==> config.mk <==
export PLATFORM = sky130hd
export DESIGN_NAME = fsps_sequencer
export DESIGN_NICKNAME = d
export VERILOG_FILES = /design/src/rtl/fsps_pkg.sv /design/src/rtl/fsps_sequencer.sv
export SDC_FILE = /design/constraint.sdc
export NUM_CORES = 1
export LEC_CHECK = 0
export BUFFER_PORTS_ARGS = -buffer_cell sky130_fd_sc_hd__buf_2
export CAP_MARGIN = 20
export CORE_ASPECT_RATIO = 0.5
export CORE_UTILIZATION = 35
export CTS_BUF_LIST = sky130_fd_sc_hd__clkbuf_4
export DETAILED_ROUTE_END_ITERATION = 6
export PLACE_DENSITY = 0.6
export SLEW_MARGIN = 20
export SYNTH_ARGS = -nofsm -noshare
export SYNTH_HDL_FRONTEND = slang
export SYNTH_SLANG_ARGS = --single-unit
==> constraint.sdc <==
create_clock -name sys_clk -period 8.16 [get_ports sys_clk]
set_clock_uncertainty 0.1 [all_clocks]
set_input_delay 2.448 -clock sys_clk [delete_from_list [all_inputs] [get_ports sys_clk]]
set_output_delay 2.448 -clock sys_clk [all_outputs]
set_load 0.02 [all_outputs]
==> src/rtl/fsps_pkg.sv <==
// package: constants, types and register map of the flash self-program sequencer
`default_nettype none
package fsps_pkg;

   // ************************************************************
   // register map (index on the plain register port)
   // ************************************************************
   localparam int          REG_AW        = 3;
   localparam logic [2:0]  REG_PTR_LOW   = 3'h0;   // pointer_low_byte
   localparam logic [2:0]  REG_PTR_HIGH  = 3'h1;   // pointer bits 15:8
   localparam logic [2:0]  REG_PTR_UPPER = 3'h2;   // pointer bits 21:16
   localparam logic [2:0]  REG_LATCH     = 3'h3;   // table_latch
   localparam logic [2:0]  REG_CTRL      = 3'h4;   // flash_control_reg
   localparam logic [2:0]  REG_KEY       = 3'h5;   // unlock_key_reg, reads zero

   // ************************************************************
   // flash_control_reg fields
   // ************************************************************
   localparam int CTRL_ERASE_SEL = 4;              // erase-select
   localparam int CTRL_WR_ERR    = 3;              // write_error_flag
   localparam int CTRL_WR_EN     = 2;              // write_enable_bit
   localparam int CTRL_WR_START  = 1;              // write-start

   // ************************************************************
   // unlock keys, pointer and array geometry
   // ************************************************************
   localparam logic [7:0] KEY_FIRST   = 8'h55;
   localparam logic [7:0] KEY_SECOND  = 8'haa;
   localparam int         PTR_W       = 22;        // full pointer width
   localparam int         PTR_UPD_W   = 21;        // bits touched by auto update
   localparam int         PTR_UP_W    = 6;         // upper byte implemented bits
   localparam int         HOLD_N      = 64;        // holding registers (bytes)
   localparam int         HOLD_AW     = 6;         // holding register index width
   localparam int         ERASE_LSB   = 10;        // 1024-byte block boundary
   localparam int         WORD_AW     = 21;        // 16-bit word address width

   // ************************************************************
   // timing
   // ************************************************************
   localparam int CLK_MHZ     = 50;                // sys_clk rate
   localparam int TIMER_W     = 24;                // long write timer width

   // ************************************************************
   // types
   // ************************************************************
   typedef enum logic [1:0] {
      PTR_KEEP,                                    // pointer unchanged
      PTR_POST_INC,                                // increment after access
      PTR_POST_DEC,                                // decrement after access
      PTR_PRE_INC                                  // increment before access
   } fsps_ptr_mode_t;

   typedef struct packed {
      logic           rd;                          // table_read_op pulse
      logic           wr;                          // table_write_op pulse
      fsps_ptr_mode_t mode;                        // pointer update mode
   } fsps_tbl_op_t;

   typedef struct packed {
      logic                  prog;                 // one holding byte to array
      logic                  erase;                // erase one block
      logic [PTR_W-1:0]      addr;                 // byte / block base address
      logic [7:0]            data;                 // byte to program
   } fsps_flash_wr_t;

endpackage : fsps_pkg
`default_nettype wire

==> src/rtl/fsps_sequencer.sv <==
// module: flash self-program sequencer with table read/write and timed long writes
//
// Contract
// - table read puts one pointed byte into latch
// - table read may auto-update the pointer
// - address bit 0 picks low or high byte
// - erase always clears a whole 1024-byte block
// - no bulk erase from own sequence
// - erase block from pointer bits 21:10
// - long write refused without write-enable
// - erase-select chooses erase, else program
// - unlock sequence required before long write
// - valid start begins cycle at once
// - core stalled for whole long write
// - internal timer ends every long write not cut short by abortReq
// - programming covers a 64-byte block unless abortReq cuts the stream short
// - sixty-four byte holding registers loaded by table writes
// - table writes touch only holding registers, no stall
// - holding registers kept after programming
// - write-start set only by software, hardware clears
// - premature end or bad attempt sets error flag
// - pointer low six bits pick holding register
// - four pointer modes, only low 21 bits
`default_nettype none
module fsps_sequencer
   import fsps_pkg::*;
#(
   parameter int PROG_TIME_US  = 1000,            // programming duration, us
   parameter int ERASE_TIME_US = 1000             // erase_duration, us
) (
   // clock and reset
   input  wire  logic                 sys_clk,
   input  wire  logic                 arst_n,
   // register port
   input  wire  logic [REG_AW-1:0]    regAddr,
   input  wire  logic [7:0]           regWrData,
   input  wire  logic                 regWr,
   input  wire  logic                 regRd,
   output var   logic [7:0]           regRdData_r,
   // table operations from the core
   input  wire  fsps_tbl_op_t         tblOp,
   output var   logic                 coreStall_r,
   // warm reset that aborts a running long write
   input  wire  logic                 abortReq,
   // flash array side
   output var   logic                 flashRdEn_r,
   output var   logic [WORD_AW-1:0]   flashRdAddr_r,
   input  wire  logic [15:0]          flashRdData,
   output var   fsps_flash_wr_t       flashWr_r
);

   // ************************************************************
   // derived timing counts
   // ************************************************************
   localparam int PROG_CYC  = (PROG_TIME_US * CLK_MHZ < 1) ? 1 : PROG_TIME_US * CLK_MHZ;
   localparam int ERASE_CYC = (ERASE_TIME_US * CLK_MHZ < 1) ? 1 : ERASE_TIME_US * CLK_MHZ;
   localparam logic [TIMER_W-1:0] PROG_LOAD  = TIMER_W'(PROG_CYC - 1);
   localparam logic [TIMER_W-1:0] ERASE_LOAD = TIMER_W'(ERASE_CYC - 1);
   localparam logic [TIMER_W-1:0] TIMER_ZERO = '0;
   localparam logic [HOLD_AW-1:0] HOLD_LAST  = HOLD_AW'(HOLD_N - 1);

   typedef enum logic [1:0] {
      LW_IDLE,                                     // no long write
      LW_STREAM,                                   // holding bytes to array
      LW_TIMED                                     // waiting on timer
   } fsps_lw_state_t;

   // ************************************************************
   // storage
   // ************************************************************
   logic [PTR_W-1:0]   table_pointer_r;                   // table_pointer
   logic [7:0]         tblLatch_r;                 // table_latch
   logic [7:0]         holdMem [HOLD_N];           // holding registers
   logic               eraseSel_r;                 // erase-select
   logic               write_error_flag_r;                    // write_error_flag
   logic               write_enable_bit_r;                     // write_enable_bit
   logic               wrStart_r;                  // write-start
   logic [1:0]         keyStage_r;                 // 0 none, 1 first key, 2 both
   fsps_lw_state_t     lwState_r;                  // long write state
   logic [HOLD_AW-1:0] streamIdx_r;                // byte being streamed
   logic [TIMER_W-1:0] timer_r;                    // long write timer, program or erase
   logic               rdPend_r;                   // table read awaiting data
   logic               rdHiSel_r;                  // byte select of that read

   // ************************************************************
   // decode
   // ************************************************************
   logic               ctrlWr;                     // write to control register
   logic               keyWr;                      // write to key register
   logic               startOk;                    // legal long write start
   logic               startBad;                   // refused start attempt
   logic               lwDone;                     // timer expiry
   logic               tblGo;                      // table op accepted
   logic [PTR_W-1:0]   effPtr;                     // pointer used by table op
   logic [PTR_W-1:0]   postPtr;                    // pointer after table op

   assign ctrlWr   = regWr && (regAddr == REG_CTRL);
   assign keyWr    = regWr && (regAddr == REG_KEY);
   // the start must follow both keys with no other write between them
   assign startOk  = ctrlWr && regWrData[CTRL_WR_START] && !wrStart_r
                     && (keyStage_r == 2'h2) && write_enable_bit_r
                     && regWrData[CTRL_WR_EN];
   assign startBad = ctrlWr && regWrData[CTRL_WR_START] && !wrStart_r && !startOk;
   assign lwDone   = (lwState_r == LW_TIMED) && (timer_r == TIMER_ZERO);
   // table ops are dropped while stalled, the core cannot issue them then
   assign tblGo    = (tblOp.rd || tblOp.wr) && (lwState_r == LW_IDLE);

   // pointer arithmetic only on the low 21 bits, bit 21 is kept
   always_comb begin
      effPtr  = table_pointer_r;
      postPtr = table_pointer_r;
      unique case (tblOp.mode)
         PTR_KEEP: begin
            postPtr = table_pointer_r;
         end
         PTR_POST_INC: begin
            postPtr = {table_pointer_r[PTR_W-1], table_pointer_r[PTR_UPD_W-1:0] + PTR_UPD_W'(1)};
         end
         PTR_POST_DEC: begin
            postPtr = {table_pointer_r[PTR_W-1], table_pointer_r[PTR_UPD_W-1:0] - PTR_UPD_W'(1)};
         end
         PTR_PRE_INC: begin
            effPtr  = {table_pointer_r[PTR_W-1], table_pointer_r[PTR_UPD_W-1:0] + PTR_UPD_W'(1)};
            postPtr = effPtr;
         end
      endcase
   end

   // ************************************************************
   // table pointer
   // ************************************************************
   // bus writes win over a table op in the same cycle; the core never does both
   always_ff @(posedge sys_clk or negedge arst_n) begin
      if (!arst_n) begin
         table_pointer_r <= '0;
      end else if (regWr && regAddr == REG_PTR_LOW) begin
         table_pointer_r[7:0] <= regWrData;
      end else if (regWr && regAddr == REG_PTR_HIGH) begin
         table_pointer_r[15:8] <= regWrData;
      end else if (regWr && regAddr == REG_PTR_UPPER) begin
         table_pointer_r[PTR_W-1:16] <= regWrData[PTR_UP_W-1:0];
      end else if (tblGo) begin
         table_pointer_r <= postPtr;
      end
   end

   // ************************************************************
   // table read: word fetch, then byte select into the latch
   // ************************************************************
   always_ff @(posedge sys_clk or negedge arst_n) begin
      if (!arst_n) begin
         flashRdEn_r   <= 1'b0;
         flashRdAddr_r <= '0;
         rdPend_r      <= 1'b0;
         rdHiSel_r     <= 1'b0;
      end else begin
         flashRdEn_r <= tblGo && tblOp.rd;
         rdPend_r    <= tblGo && tblOp.rd;
         if (tblGo && tblOp.rd) begin
            flashRdAddr_r <= effPtr[PTR_W-1:1];
            rdHiSel_r     <= effPtr[0];
         end
      end
   end

   // latch takes the fetched byte or a software write
   always_ff @(posedge sys_clk or negedge arst_n) begin
      if (!arst_n) begin
         tblLatch_r <= '0;
      end else if (rdPend_r) begin
         tblLatch_r <= rdHiSel_r ? flashRdData[15:8] : flashRdData[7:0];
      end else if (regWr && regAddr == REG_LATCH) begin
         tblLatch_r <= regWrData;
      end
   end

   // ************************************************************
   // holding registers
   // ************************************************************
   // no reset and no clear after programming, stale bytes stay until overwritten
   always_ff @(posedge sys_clk) begin
      if (tblGo && tblOp.wr) begin
         holdMem[effPtr[HOLD_AW-1:0]] <= tblLatch_r;
      end
   end

   // ************************************************************
   // unlock key tracking
   // ************************************************************
   // any other register write breaks the sequence
   always_ff @(posedge sys_clk or negedge arst_n) begin
      if (!arst_n) begin
         keyStage_r <= 2'h0;
      end else if (keyWr && regWrData == KEY_FIRST) begin
         keyStage_r <= 2'h1;
      end else if (keyWr && regWrData == KEY_SECOND && keyStage_r == 2'h1) begin
         keyStage_r <= 2'h2;
      end else if (regWr) begin
         keyStage_r <= 2'h0;
      end
   end

   // ************************************************************
   // control bits
   // ************************************************************
   always_ff @(posedge sys_clk or negedge arst_n) begin
      if (!arst_n) begin
         write_enable_bit_r     <= 1'b0;
         eraseSel_r <= 1'b0;
      end else if (ctrlWr && lwState_r == LW_IDLE) begin
         write_enable_bit_r     <= regWrData[CTRL_WR_EN];
         eraseSel_r <= regWrData[CTRL_ERASE_SEL];
      end else if (lwDone && eraseSel_r) begin
         eraseSel_r <= 1'b0;                         // erase completion clears it
      end
   end

   // write-start: software may only set it, hardware clears on completion;
   // abort wins so a start cut in the same cycle leaves no stuck bit
   always_ff @(posedge sys_clk or negedge arst_n) begin
      if (!arst_n) begin
         wrStart_r <= 1'b0;
      end else if (lwDone || abortReq) begin
         wrStart_r <= 1'b0;
      end else if (startOk) begin
         wrStart_r <= 1'b1;
      end
   end

   // error flag: set at start, cleared by a clean finish or an idle control write; an abort leaves
   // it set. a set event beats a software clear in the same cycle
   always_ff @(posedge sys_clk or negedge arst_n) begin
      if (!arst_n) begin
         write_error_flag_r <= 1'b0;
      end else if (startOk || startBad) begin
         write_error_flag_r <= 1'b1;
      end else if (lwDone) begin
         write_error_flag_r <= 1'b0;
      end else if (ctrlWr && lwState_r == LW_IDLE) begin
         write_error_flag_r <= regWrData[CTRL_WR_ERR];
      end
   end

   // ************************************************************
   // long write sequencer
   // ************************************************************
   // only two targets exist: one 64-byte row or one 1024-byte block
   always_ff @(posedge sys_clk or negedge arst_n) begin
      if (!arst_n) begin
         lwState_r   <= LW_IDLE;
         streamIdx_r <= '0;
         timer_r     <= '0;
      end else if (abortReq) begin
         lwState_r <= LW_IDLE;
         timer_r   <= '0;
      end else begin
         unique case (lwState_r)
            LW_IDLE: begin
               streamIdx_r <= '0;
               if (startOk && regWrData[CTRL_ERASE_SEL]) begin
                  lwState_r <= LW_TIMED;
                  timer_r   <= ERASE_LOAD;
               end else if (startOk) begin
                  lwState_r <= LW_STREAM;
               end
            end
            LW_STREAM: begin
               streamIdx_r <= streamIdx_r + HOLD_AW'(1);
               if (streamIdx_r == HOLD_LAST) begin
                  lwState_r <= LW_TIMED;
                  timer_r   <= PROG_LOAD;
               end
            end
            LW_TIMED: begin
               if (timer_r == TIMER_ZERO) begin
                  lwState_r <= LW_IDLE;
               end else begin
                  timer_r <= timer_r - TIMER_W'(1);
               end
            end
         endcase
      end
   end

   // array commands: erase addresses the block only, low ten bits forced zero
   always_ff @(posedge sys_clk or negedge arst_n) begin
      if (!arst_n) begin
         flashWr_r <= '0;
      end else begin
         flashWr_r.prog  <= (lwState_r == LW_STREAM) && !abortReq;
         flashWr_r.erase <= startOk && regWrData[CTRL_ERASE_SEL] && !abortReq;
         if (startOk && regWrData[CTRL_ERASE_SEL]) begin
            flashWr_r.addr <= {table_pointer_r[PTR_W-1:ERASE_LSB], ERASE_LSB'(0)};
            flashWr_r.data <= '0;
         end else if (lwState_r == LW_STREAM) begin
            flashWr_r.addr <= {table_pointer_r[PTR_W-1:HOLD_AW], streamIdx_r};
            flashWr_r.data <= holdMem[streamIdx_r];
         end
      end
   end

   // stall from the start write until the timer or an abort ends the cycle
   always_ff @(posedge sys_clk or negedge arst_n) begin
      if (!arst_n) begin
         coreStall_r <= 1'b0;
      end else if (abortReq || lwDone) begin
         coreStall_r <= 1'b0;
      end else if (startOk) begin
         coreStall_r <= 1'b1;
      end
   end

   // ************************************************************
   // register read port, data one cycle after the strobe
   // ************************************************************
   always_ff @(posedge sys_clk or negedge arst_n) begin
      if (!arst_n) begin
         regRdData_r <= '0;
      end else if (regRd) begin
         unique case (regAddr)
            REG_PTR_LOW:   regRdData_r <= table_pointer_r[7:0];
            REG_PTR_HIGH:  regRdData_r <= table_pointer_r[15:8];
            REG_PTR_UPPER: regRdData_r <= {2'h0, table_pointer_r[PTR_W-1:16]};
            REG_LATCH:     regRdData_r <= tblLatch_r;
            REG_CTRL:      regRdData_r <= {3'h0, eraseSel_r, write_error_flag_r, write_enable_bit_r, wrStart_r, 1'b0};
            default:       regRdData_r <= '0;            // key and unmapped read zero
         endcase
      end else begin
         regRdData_r <= '0;
      end
   end

endmodule : fsps_sequencer
`default_nettype wire

Word level (Yosys, flattened, before mapping)
Memory sizes are Yosys's and may differ from the RTL's.
Cells that the tools add are included.
- bits of input ports: 36
- flip-flop bits (word level): 131
- memories: 1
- logic and storage cells: 148
- memory bits (writable): 512
- reductions and logical operators: 52
- mux-type cells: 39
- equality and inequality tests: 28
- $add $sub $neg: 4
- bitwise logic cells: 3
- memories (name ; words ; width ; rd ports ; clocked after memory_dff ; wr ports ; line ; source):
    holdMem ; 64 ; 8 ; 1 ; 0 ; 1 ; fsps_sequencer.sv:73 ; logic [7:0] holdMem [HOLD_N];
- operators with widths (kind ; count):
    2-to-1 mux 24 bit ; 4
    one-hot mux 24 bit (3 select lines) ; 1
    2-to-1 mux 30 bit ; 2
    2-to-1 mux 8 bit ; 7
    2-to-1 mux 21 bit ; 2
    one-hot mux 21 bit (2 select lines) ; 1
    one-hot mux 8 bit (5 select lines) ; 1
    logical AND 1 bit ; 24
    zero test 24 bit ; 1
    subtractor 24 x 1 -> 24 bit (second input constant) ; 1
    adder 21 x 1 -> 21 bit (second input constant) ; 1
    subtractor 21 x 1 -> 21 bit (second input constant) ; 1
    2-to-1 mux 16 bit ; 1
    2-to-1 mux 2 bit ; 8
    nonzero test 2 bit ; 8
    != test 2 bit (second input constant) ; 7
    one-hot mux 6 bit (2 select lines) ; 1
    AND reduction 4 bit ; 3
    2-to-1 mux 1 bit ; 9
    == test 2 bit (second input constant) ; 4
    == test 8 x 7 -> 1 bit (second input constant) ; 1
    == test 8 bit (second input constant) ; 1
    adder 6 x 1 -> 6 bit (second input constant) ; 1
    == test 2 x 1 -> 1 bit (second input constant) ; 3
    20 further kinds ; 33

Logic depth before layout (Yosys ltp)
Gate-level depths: netlist (run 1).
- depth after elaboration: 11
- mapped depth: 9
- gate-level depth less buffers: 8

Least setup slack after synthesis (run 1)
No wires, ideal clock.
- path kind: input to register
- from: input tblOp[0] (netlist bit)
- to: memory holdMem[24][0], enable pin
- data arrival time: 4.265 ns
- path slack: 3.425 ns
- stages on the path: 7
- setup time: 0.370 ns
- data required time: 7.690 ns
- path through: clkbuf_1 > nand2_1 > nor3_1 > xnor2_1 > or3b_2 > clkbuf_1 > nor2_1
- word-level cells in the longest chain between the ends: 2
- RTL lines (what ; line ; source):
    start, declared ; fsps_sequencer.sv:41 ; input wire fsps_tbl_op_t tblOp,
    == test 2 bit ; fsps_sequencer.sv:112 ; unique case (tblOp.mode)
    2-to-1 mux 21 bit ; fsps_sequencer.sv:112 ;
    end, declared ; fsps_sequencer.sv:73 ;
Every way passes these cells.

Worst setup path after layout (run 1)
- from: input tblOp[0] (netlist bit)
- to: memory holdMem[18][1], enable pin
Same word-level chain as after synthesis.

==> run_results.csv, run 1 <==
group,metric,value,unit
cts,cts-root-buf,"clkbuf_4",
cts,htree_levels,4,
pwr,p_sw_frac,0.314,
floorplanning,ios,99,
critical_path,cp-start-kind,"primary input",
outcome,run_status,"complete, no violations",
pwr,powerDensity,294,nW/um2
logic_synthesis,ys_seq_area_frac,0.688,
routing,dr.pass1.iters,5,
cts,cts.path.max_buffers,3,
critical_path,worst-r2r-setup-slack,4.54,ns
grt,grt-ovfl-total,0,
layout,drive_gt1_frac,0.257,
pwr,seq_power_share,0.506,
cts,cts.sinks,643,
cts,cts_hold_buf,0,
floorplanning,die_x,396,um
placement,globalplace.congestion,0.842,
worst_hold_path,min_from,"flashWr_r[27]",
placement,dp_slack,2.61,ns
grt,grt_use_total,0.181,
cts,cts_buffers,152,
cts,cts.repair.resized,0,
grt,grt_max_degree,131,
timing,hold_viol,0,
pwr,power.total,0.00904,W
worst_hold_path,min_to,"flashWr_r[27]",
floorplanning,die_h,199,um
grt,grt_pass1_vias,16400,
logic_synthesis,syn_inst,1762,
routing,antenna_left,0,
placement,postPlaceCellArea,28600,um2
flow_run,drv_cap,0,
logic_synthesis,synth_commonest_cells,"512 x edfxtp_1, 152 x nor2_1, 131 x dfrtp_1, 110 x mux2i_1, 102 x nand2_1",
logic_synthesis,ys_seq_elements,643,
logic_synthesis,synth.avg_cell_area,15.4,um2
pwr,power.leakage,10.2,nW
timing,tns,0,ns
cts,postCtsSetupBuffers,0,
floorplanning,initial_utilization,0.357,
logic_synthesis,async_flop_share,0.204,
timing,fin_crit,4.72,ns
timing,rsz0062_at_grt,"false",
critical_path,cpPeakStageDelay,0.73,ns
layout,postLayoutCellArea,30700,um2
timing,fin_crit_sh,0.578,
critical_path,crit_fanout,18,
critical_path,end_kind,"register",
placement,hpwl,44400,um
grt,grt_antenna_before_repair,8,
floorplanning,rows,71,
timing,fmax,0.212,GHz
logic_synthesis,synth_flop_cell,"edfxtp_1",
routing,post_drt_wl_per_cell,23.3,um
logic_synthesis,yosys.cell_types.count,68,
floorplanning,core,75900,um2
timing,setup_slack,3.44,ns
timing,worst_pin_slew,0.983,ns
layout,syn_to_final_growth,13.3,%
critical_path,arrival,5.13,ns
pwr,ir_worst_vdd,0.134,mV
routing,vias,16400,
critical_path,worstReg2RegStart,"streamIdx_r[1]",
routing,viasPerCell,5.37,
routing,drtIter0Drc,1739,
logic_synthesis,ys_top_cells_by_area,"edfxtp_1 57%, dfrtp_1 12%, mux4_2 7.4%, mux2i_1 4.1%, nor2_1 2.1%",
logic_synthesis,synth_top_area_frac,0.567,
layout,fillers,7047,
routing,drt-total-wl,71400,um
logic_synthesis,synth-edff-count,512,
pwr,power_frac_clock,0.310,
floorplanning,dieArea,78700,um2
critical_path,worstPathRequired,8.57,ns
pwr,combPwrFrac,0.184,
critical_path,reg2reg_to,"flashWr_r[4]",
cts,clkTransAtPathRegs,0.06,ns
logic_synthesis,post-synth-top-count-cell,"edfxtp_1",
logic_synthesis,synth_nets,1806,
critical_path,cpMostUsedCell,"nor2_1",
worst_hold_path,hold_class,"reg -> reg",
grt,grt_pass1_wl,106000,um
logic_synthesis,yosysTopAreaCell,"edfxtp_1",
timing,slew_headroom,0.344,
timing,setup_viol_count_final,0,
placement,port_buffers,98,
worst_hold_path,hold_depth,1,
logic_synthesis,netlist_area,27100,um2
critical_path,reg2regPathDepth,7,
critical_path,slowest_stage,"xnor2_1",
logic_synthesis,yosysWarnings,0,
cts,clock_latency,0.92,ns
routing,drc,0,
layout,nets,1963,
pwr,switching_power,0.00284,W
critical_path,worstSetupPathType,"in -> reg",
timing,drv_slew,0,
cts,cts_tree,"built",
pwr,p_int,0.00620,W
critical_path,path_cells,"buf_2 -> nand2_1 -> nor2_1 -> xnor2_1 -> nand3b_1 -> nor2_1",
-- registers in the layout, indices dropped and copies added (netlist names), 2 cells and up --
| register | cells |
|---|---|
| flashWr_r | 32 |
| lwState_r | 2 |
| table_pointer_r | 22 |
| regRdData_r | 8 |
| holdMem | 512 |
| keyStage_r | 2 |
| flashRdAddr_r | 21 |
| streamIdx_r | 6 |
| timer_r | 24 |
| tblLatch_r | 8 |
-- through the flow --
stage | hold WS [ns] | utilization | instances
2_1_floorplan | 0.369 | - | 1762
3_3_place_gp | 0.389 | 0.377 | 2786
3_5_place_dp | 0.393 | 0.377 | 2786
4_1_cts | 0.409 | 0.405 | 3056
5_1_grt | 0.425 | 0.405 | 3062
6_report | 0.410 | 0.405 | 3063
-- layer usage --
metal,wire length (um),vias up,share of wire,track usage
li1,-,7320,-,-
met1,31600,8322,0.44,0.257
met2,32300,695,0.45,0.275
met3,6150,98,0.086,0.0473
met4,1260,8,0.018,0.0496
met5,46,-,0.00064,0
-- cell families (layout without fill, tap and decap cells) --
group           count (synthesis)  after routing  share of synthesized area
flops                         643            643                      0.688
other cells                     0              6                          0
xor+xnor                       33             33                     0.0107
compound gates                273            273                     0.0684
buf+inv                       131            404                     0.0195
simple gates                  432            432                     0.0774
fa+ha+maj                       8              8                    0.00369
mux                           242            242                      0.132
-- power by group through the flow --
stage	clock [W]	combinational, W	sequential, W
after CTS	0.00286	0.00167	0.00458
final	0.00280	0.00167	0.00458
after floorplan	0	0.00107	0.00447
after global placement	0	0.00166	0.00465
after global routing	0.00302	0.00182	0.00462
after detailed placement	0	0.00166	0.00465
-- worst max-delay path: cells and delay by family --
family,cells,cell delay [ns]
AND/OR/NAND/NOR,4,1.73
buffers and inverters,1,0.21
XOR/XNOR,1,0.73
-- final cells by class --
cell class | count | area [um2] | area share
clock inverter | 49 | 437 | 0.0142
sequential | 643 | 18700 | 0.608
inverter | 18 | 67.6 | 0.00220
antenna | 6 | 15.0 | 0.000489
timing repair buffer | 116 | 642 | 0.0209
multi-input combinational | 988 | 7950 | 0.259
clock buffer | 221 | 1660 | 0.0540
tap | 1022 | 1280 | 0.0416
-- how the worst max path moves through the flow --
stage                        start              to  slack (ns)
after global placement    tblOp[0]   holdMem[5][3]        2.69
after floorplan           tblOp[0]  holdMem[24][0]        3.43
after CTS                 tblOp[0]  holdMem[28][2]        3.59
final                     tblOp[0]  holdMem[18][1]        3.44
after detailed placement  tblOp[0]  holdMem[25][3]        2.61
after global routing      tblOp[0]  holdMem[23][7]        3.24
-- placed cells by master, fill, tap and decap left out, drive strengths merged, types with 15 or more instances in the layout --
cell type	n
a21oi	59
or4	16
buf	115
mux4	89
clkinv	34
o211ai	19
nor3	27
edfxtp	512
nor2b	17
o21ai	49
or3	21
a22oi	31
mux2	43
dfrtp	131
nand2	102
a31oi	19
inv	22
xor2	15
nor2	152
xnor2	18
mux2i	110
clkbuf	222
nand3	28
No activity file was read; power rests on OpenSTA's default activity.
==> run 2, diff against run 1 <==
--- a/config.mk
+++ b/config.mk
@@ -11,7 +11,7 @@
 export CORE_UTILIZATION = 35
 export CTS_BUF_LIST = sky130_fd_sc_hd__clkbuf_4
 export DETAILED_ROUTE_END_ITERATION = 6
-export PLACE_DENSITY = 0.6
+export PLACE_DENSITY = 0.62
 export SLEW_MARGIN = 20
 export SYNTH_ARGS = -nofsm -noshare
 export SYNTH_HDL_FRONTEND = slang
==> constraint.sdc (replaced) <==
create_clock -name sys_clk -period 4.3 [get_ports sys_clk]
set_clock_uncertainty 0.1 [all_clocks]
set_input_delay 1.29 -clock sys_clk [delete_from_list [all_inputs] [get_ports sys_clk]]
set_output_delay 1.29 -clock sys_clk [all_outputs]
set_load 0.02 [all_outputs]
==> run 2 against run 1 <==
  * Flip-flop and latch count unchanged
  * Non-clock buffer count increased by 103
  * Wire length decreased by 2.1%
  * Largest cell class unchanged
==> run_results.csv, run 2 (synthesis results as in run 1) <==
group,metric,value,unit
outcome,run_status,"complete, no violations",
grt,grt_max_degree,70,
grt,grt_pass1_wl,105000,um
timing,setup_viol_count_final,0,
worst_hold_path,hold_class,"in -> async",
layout,nets,2071,
layout,final_cells,3176,
cts,cts.path.max_buffers,3,
grt,grt_antenna_before_repair,6,
floorplanning,dieArea,78700,um2
placement,dp_slack,0.386,ns
floorplanning,initial_utilization,0.357,
cts,cts.sinks,643,
floorplanning,die_x,396,um
cts,postCtsSetupBuffers,0,
layout,postLayoutCellArea,31400,um2
routing,drtIter0Drc,1566,
grt,grt-ovfl-total,0,
layout,fin_util,0.414,
placement,postPlaceCellArea,29400,um2
grt,grt_pass1_vias,17100,
timing,slew_headroom,0.398,
routing,vias,16800,
timing,fin_crit_sh,0.786,
critical_path,end_kind,"primary output",
floorplanning,ios,99,
placement,hpwl,45400,um
critical_path,cpPeakStageDelay,0.83,ns
routing,viasPerCell,5.28,
timing,fmax,0.296,GHz
layout,mostFrequentLayoutCells,"512 x edfxtp_1, 234 x clkbuf_4, 151 x nor2_1",
critical_path,worst-r2r-setup-slack,1.10,ns
timing,tns,0,ns
grt,grt_use_total,0.179,
floorplanning,core,75900,um2
routing,antenna_left,0,
timing,rsz0062_at_grt,"false",
critical_path,path_cells,"buf_2",
routing,drc,0,
layout,syn_to_final_growth,16.0,%
critical_path,arrival,1.99,ns
timing,worst_pin_slew,0.903,ns
timing,drv_slew,0,
placement,port_buffers,98,
timing,fin_crit,3.38,ns
cts,cts.repair.resized,0,
floorplanning,rows,71,
critical_path,worstSetupPathType,"reg -> out",
timing,hold_viol,0,
critical_path,critical_path.top_delay_family,"flip-flops",
cts,htree_levels,4,
layout,final_common_cell,"edfxtp_1",
floorplanning,die_h,199,um
critical_path,slowest_stage,"dfrtp_1",
timing,setup_slack,0.921,ns
cts,cts_hold_buf,0,
cts,clkTransAtPathRegs,0.07,ns
critical_path,cp-start-kind,"register",
cts,cts_buffers,157,
routing,drt-total-wl,69900,um
pwr,ir_worst_vdd,0.193,mV
critical_path,worstPathRequired,2.91,ns
placement,globalplace.congestion,0.844,
routing,post_drt_wl_per_cell,22.0,um
placement,place_inst,2890,
critical_path,crit_fanout,18,
routing,dr.pass1.iters,5,
critical_path,cp_num_buf_inv,1,
cts,cts_tree,"built",
layout,largest_reg_flops,512,
pwr,powerDensity,540,nW/um2
cts,cts-root-buf,"clkbuf_4",
layout,drive_gt1_frac,0.295,
cts,clock_latency,0.92,ns
flow_run,drv_cap,0,
pwr,power.leakage,10.7,nW
## run 2: changes by cell type in the layout (fill, tap and decap cells not counted), moves of 2 or more
cell | before | now
dfrtp_4 | 8 | 2
clkinv_1 | 30 | 33
clkbuf_4 | 221 | 234
diode_2 | 6 | 3
clkinv_2 | 3 | 5
buf_4 | 16 | 117
dfrtp_2 | 4 | 10
bufinv_16 | 9 | 2
buf_12 | 1 | 4
## run 2: final timing paths
kind | start | endpoint | cells past startpoint
min in group sys_clk | flashWr_r[25] | flashWr_r[25] | 2
hold reg to reg | flashWr_r[25] | flashWr_r[25] | 2
setup / recovery | rdPend_r | flashRdEn_r | 1
hold / removal | arst_n | flashWr_r[4] | 1
max in group asynchronous | arst_n | flashWr_r[17] | 2
setup reg to reg | streamIdx_r[0] | timer_r[14] | 6
## run 2: cell type report
| class | count | area (um2) |
|---|---|---|
| Fill cell | 6920 | 44400 |
| Tap cell | 1022 | 1280 |
| Antenna cell | 3 | 7.51 |
| Sequential cell | 643 | 18700 |
| Clock buffer | 234 | 1760 |
| Inverter | 18 | 67.6 |
| Clock inverter | 49 | 264 |
| Multi-Input combinational cell | 988 | 7940 |
| Timing Repair Buffer | 219 | 1460 |
## run 2: routing by layer
layer  track usage  routed length, um  part of all wire
met5             0                 35           0.00050
met4        0.0576               1580             0.023
met3        0.0507               5560             0.080
met2         0.281              32500              0.47
met1         0.239              30200              0.43
## run 2: report_power, final
group / internal [W] / switching (W)
clock network: 0.00262 / 0.00246
registers: 0.00768 / 0.000709
logic: 0.00129 / 0.00221
total: 0.0116 / 0.00538
## run 2: worst register-to-register path, stage by stage (launching register included)
cell,delay [ns]
dfrtp_4,0.80
ha_1,0.34
a31oi_1,0.23
a21o_1,0.30
or4_1,0.65
or3_1,0.37
a32o_1,0.26
## run 2: through the flow
step | power (W) | hold WS, ns
after floorplan | 0.0105 | 0.369
after global placement | 0.0120 | 0.388
after detailed placement | 0.0120 | 0.388
after CTS | 0.0171 | 0.248
after global routing | 0.0178 | 0.271
final | 0.0170 | 0.323
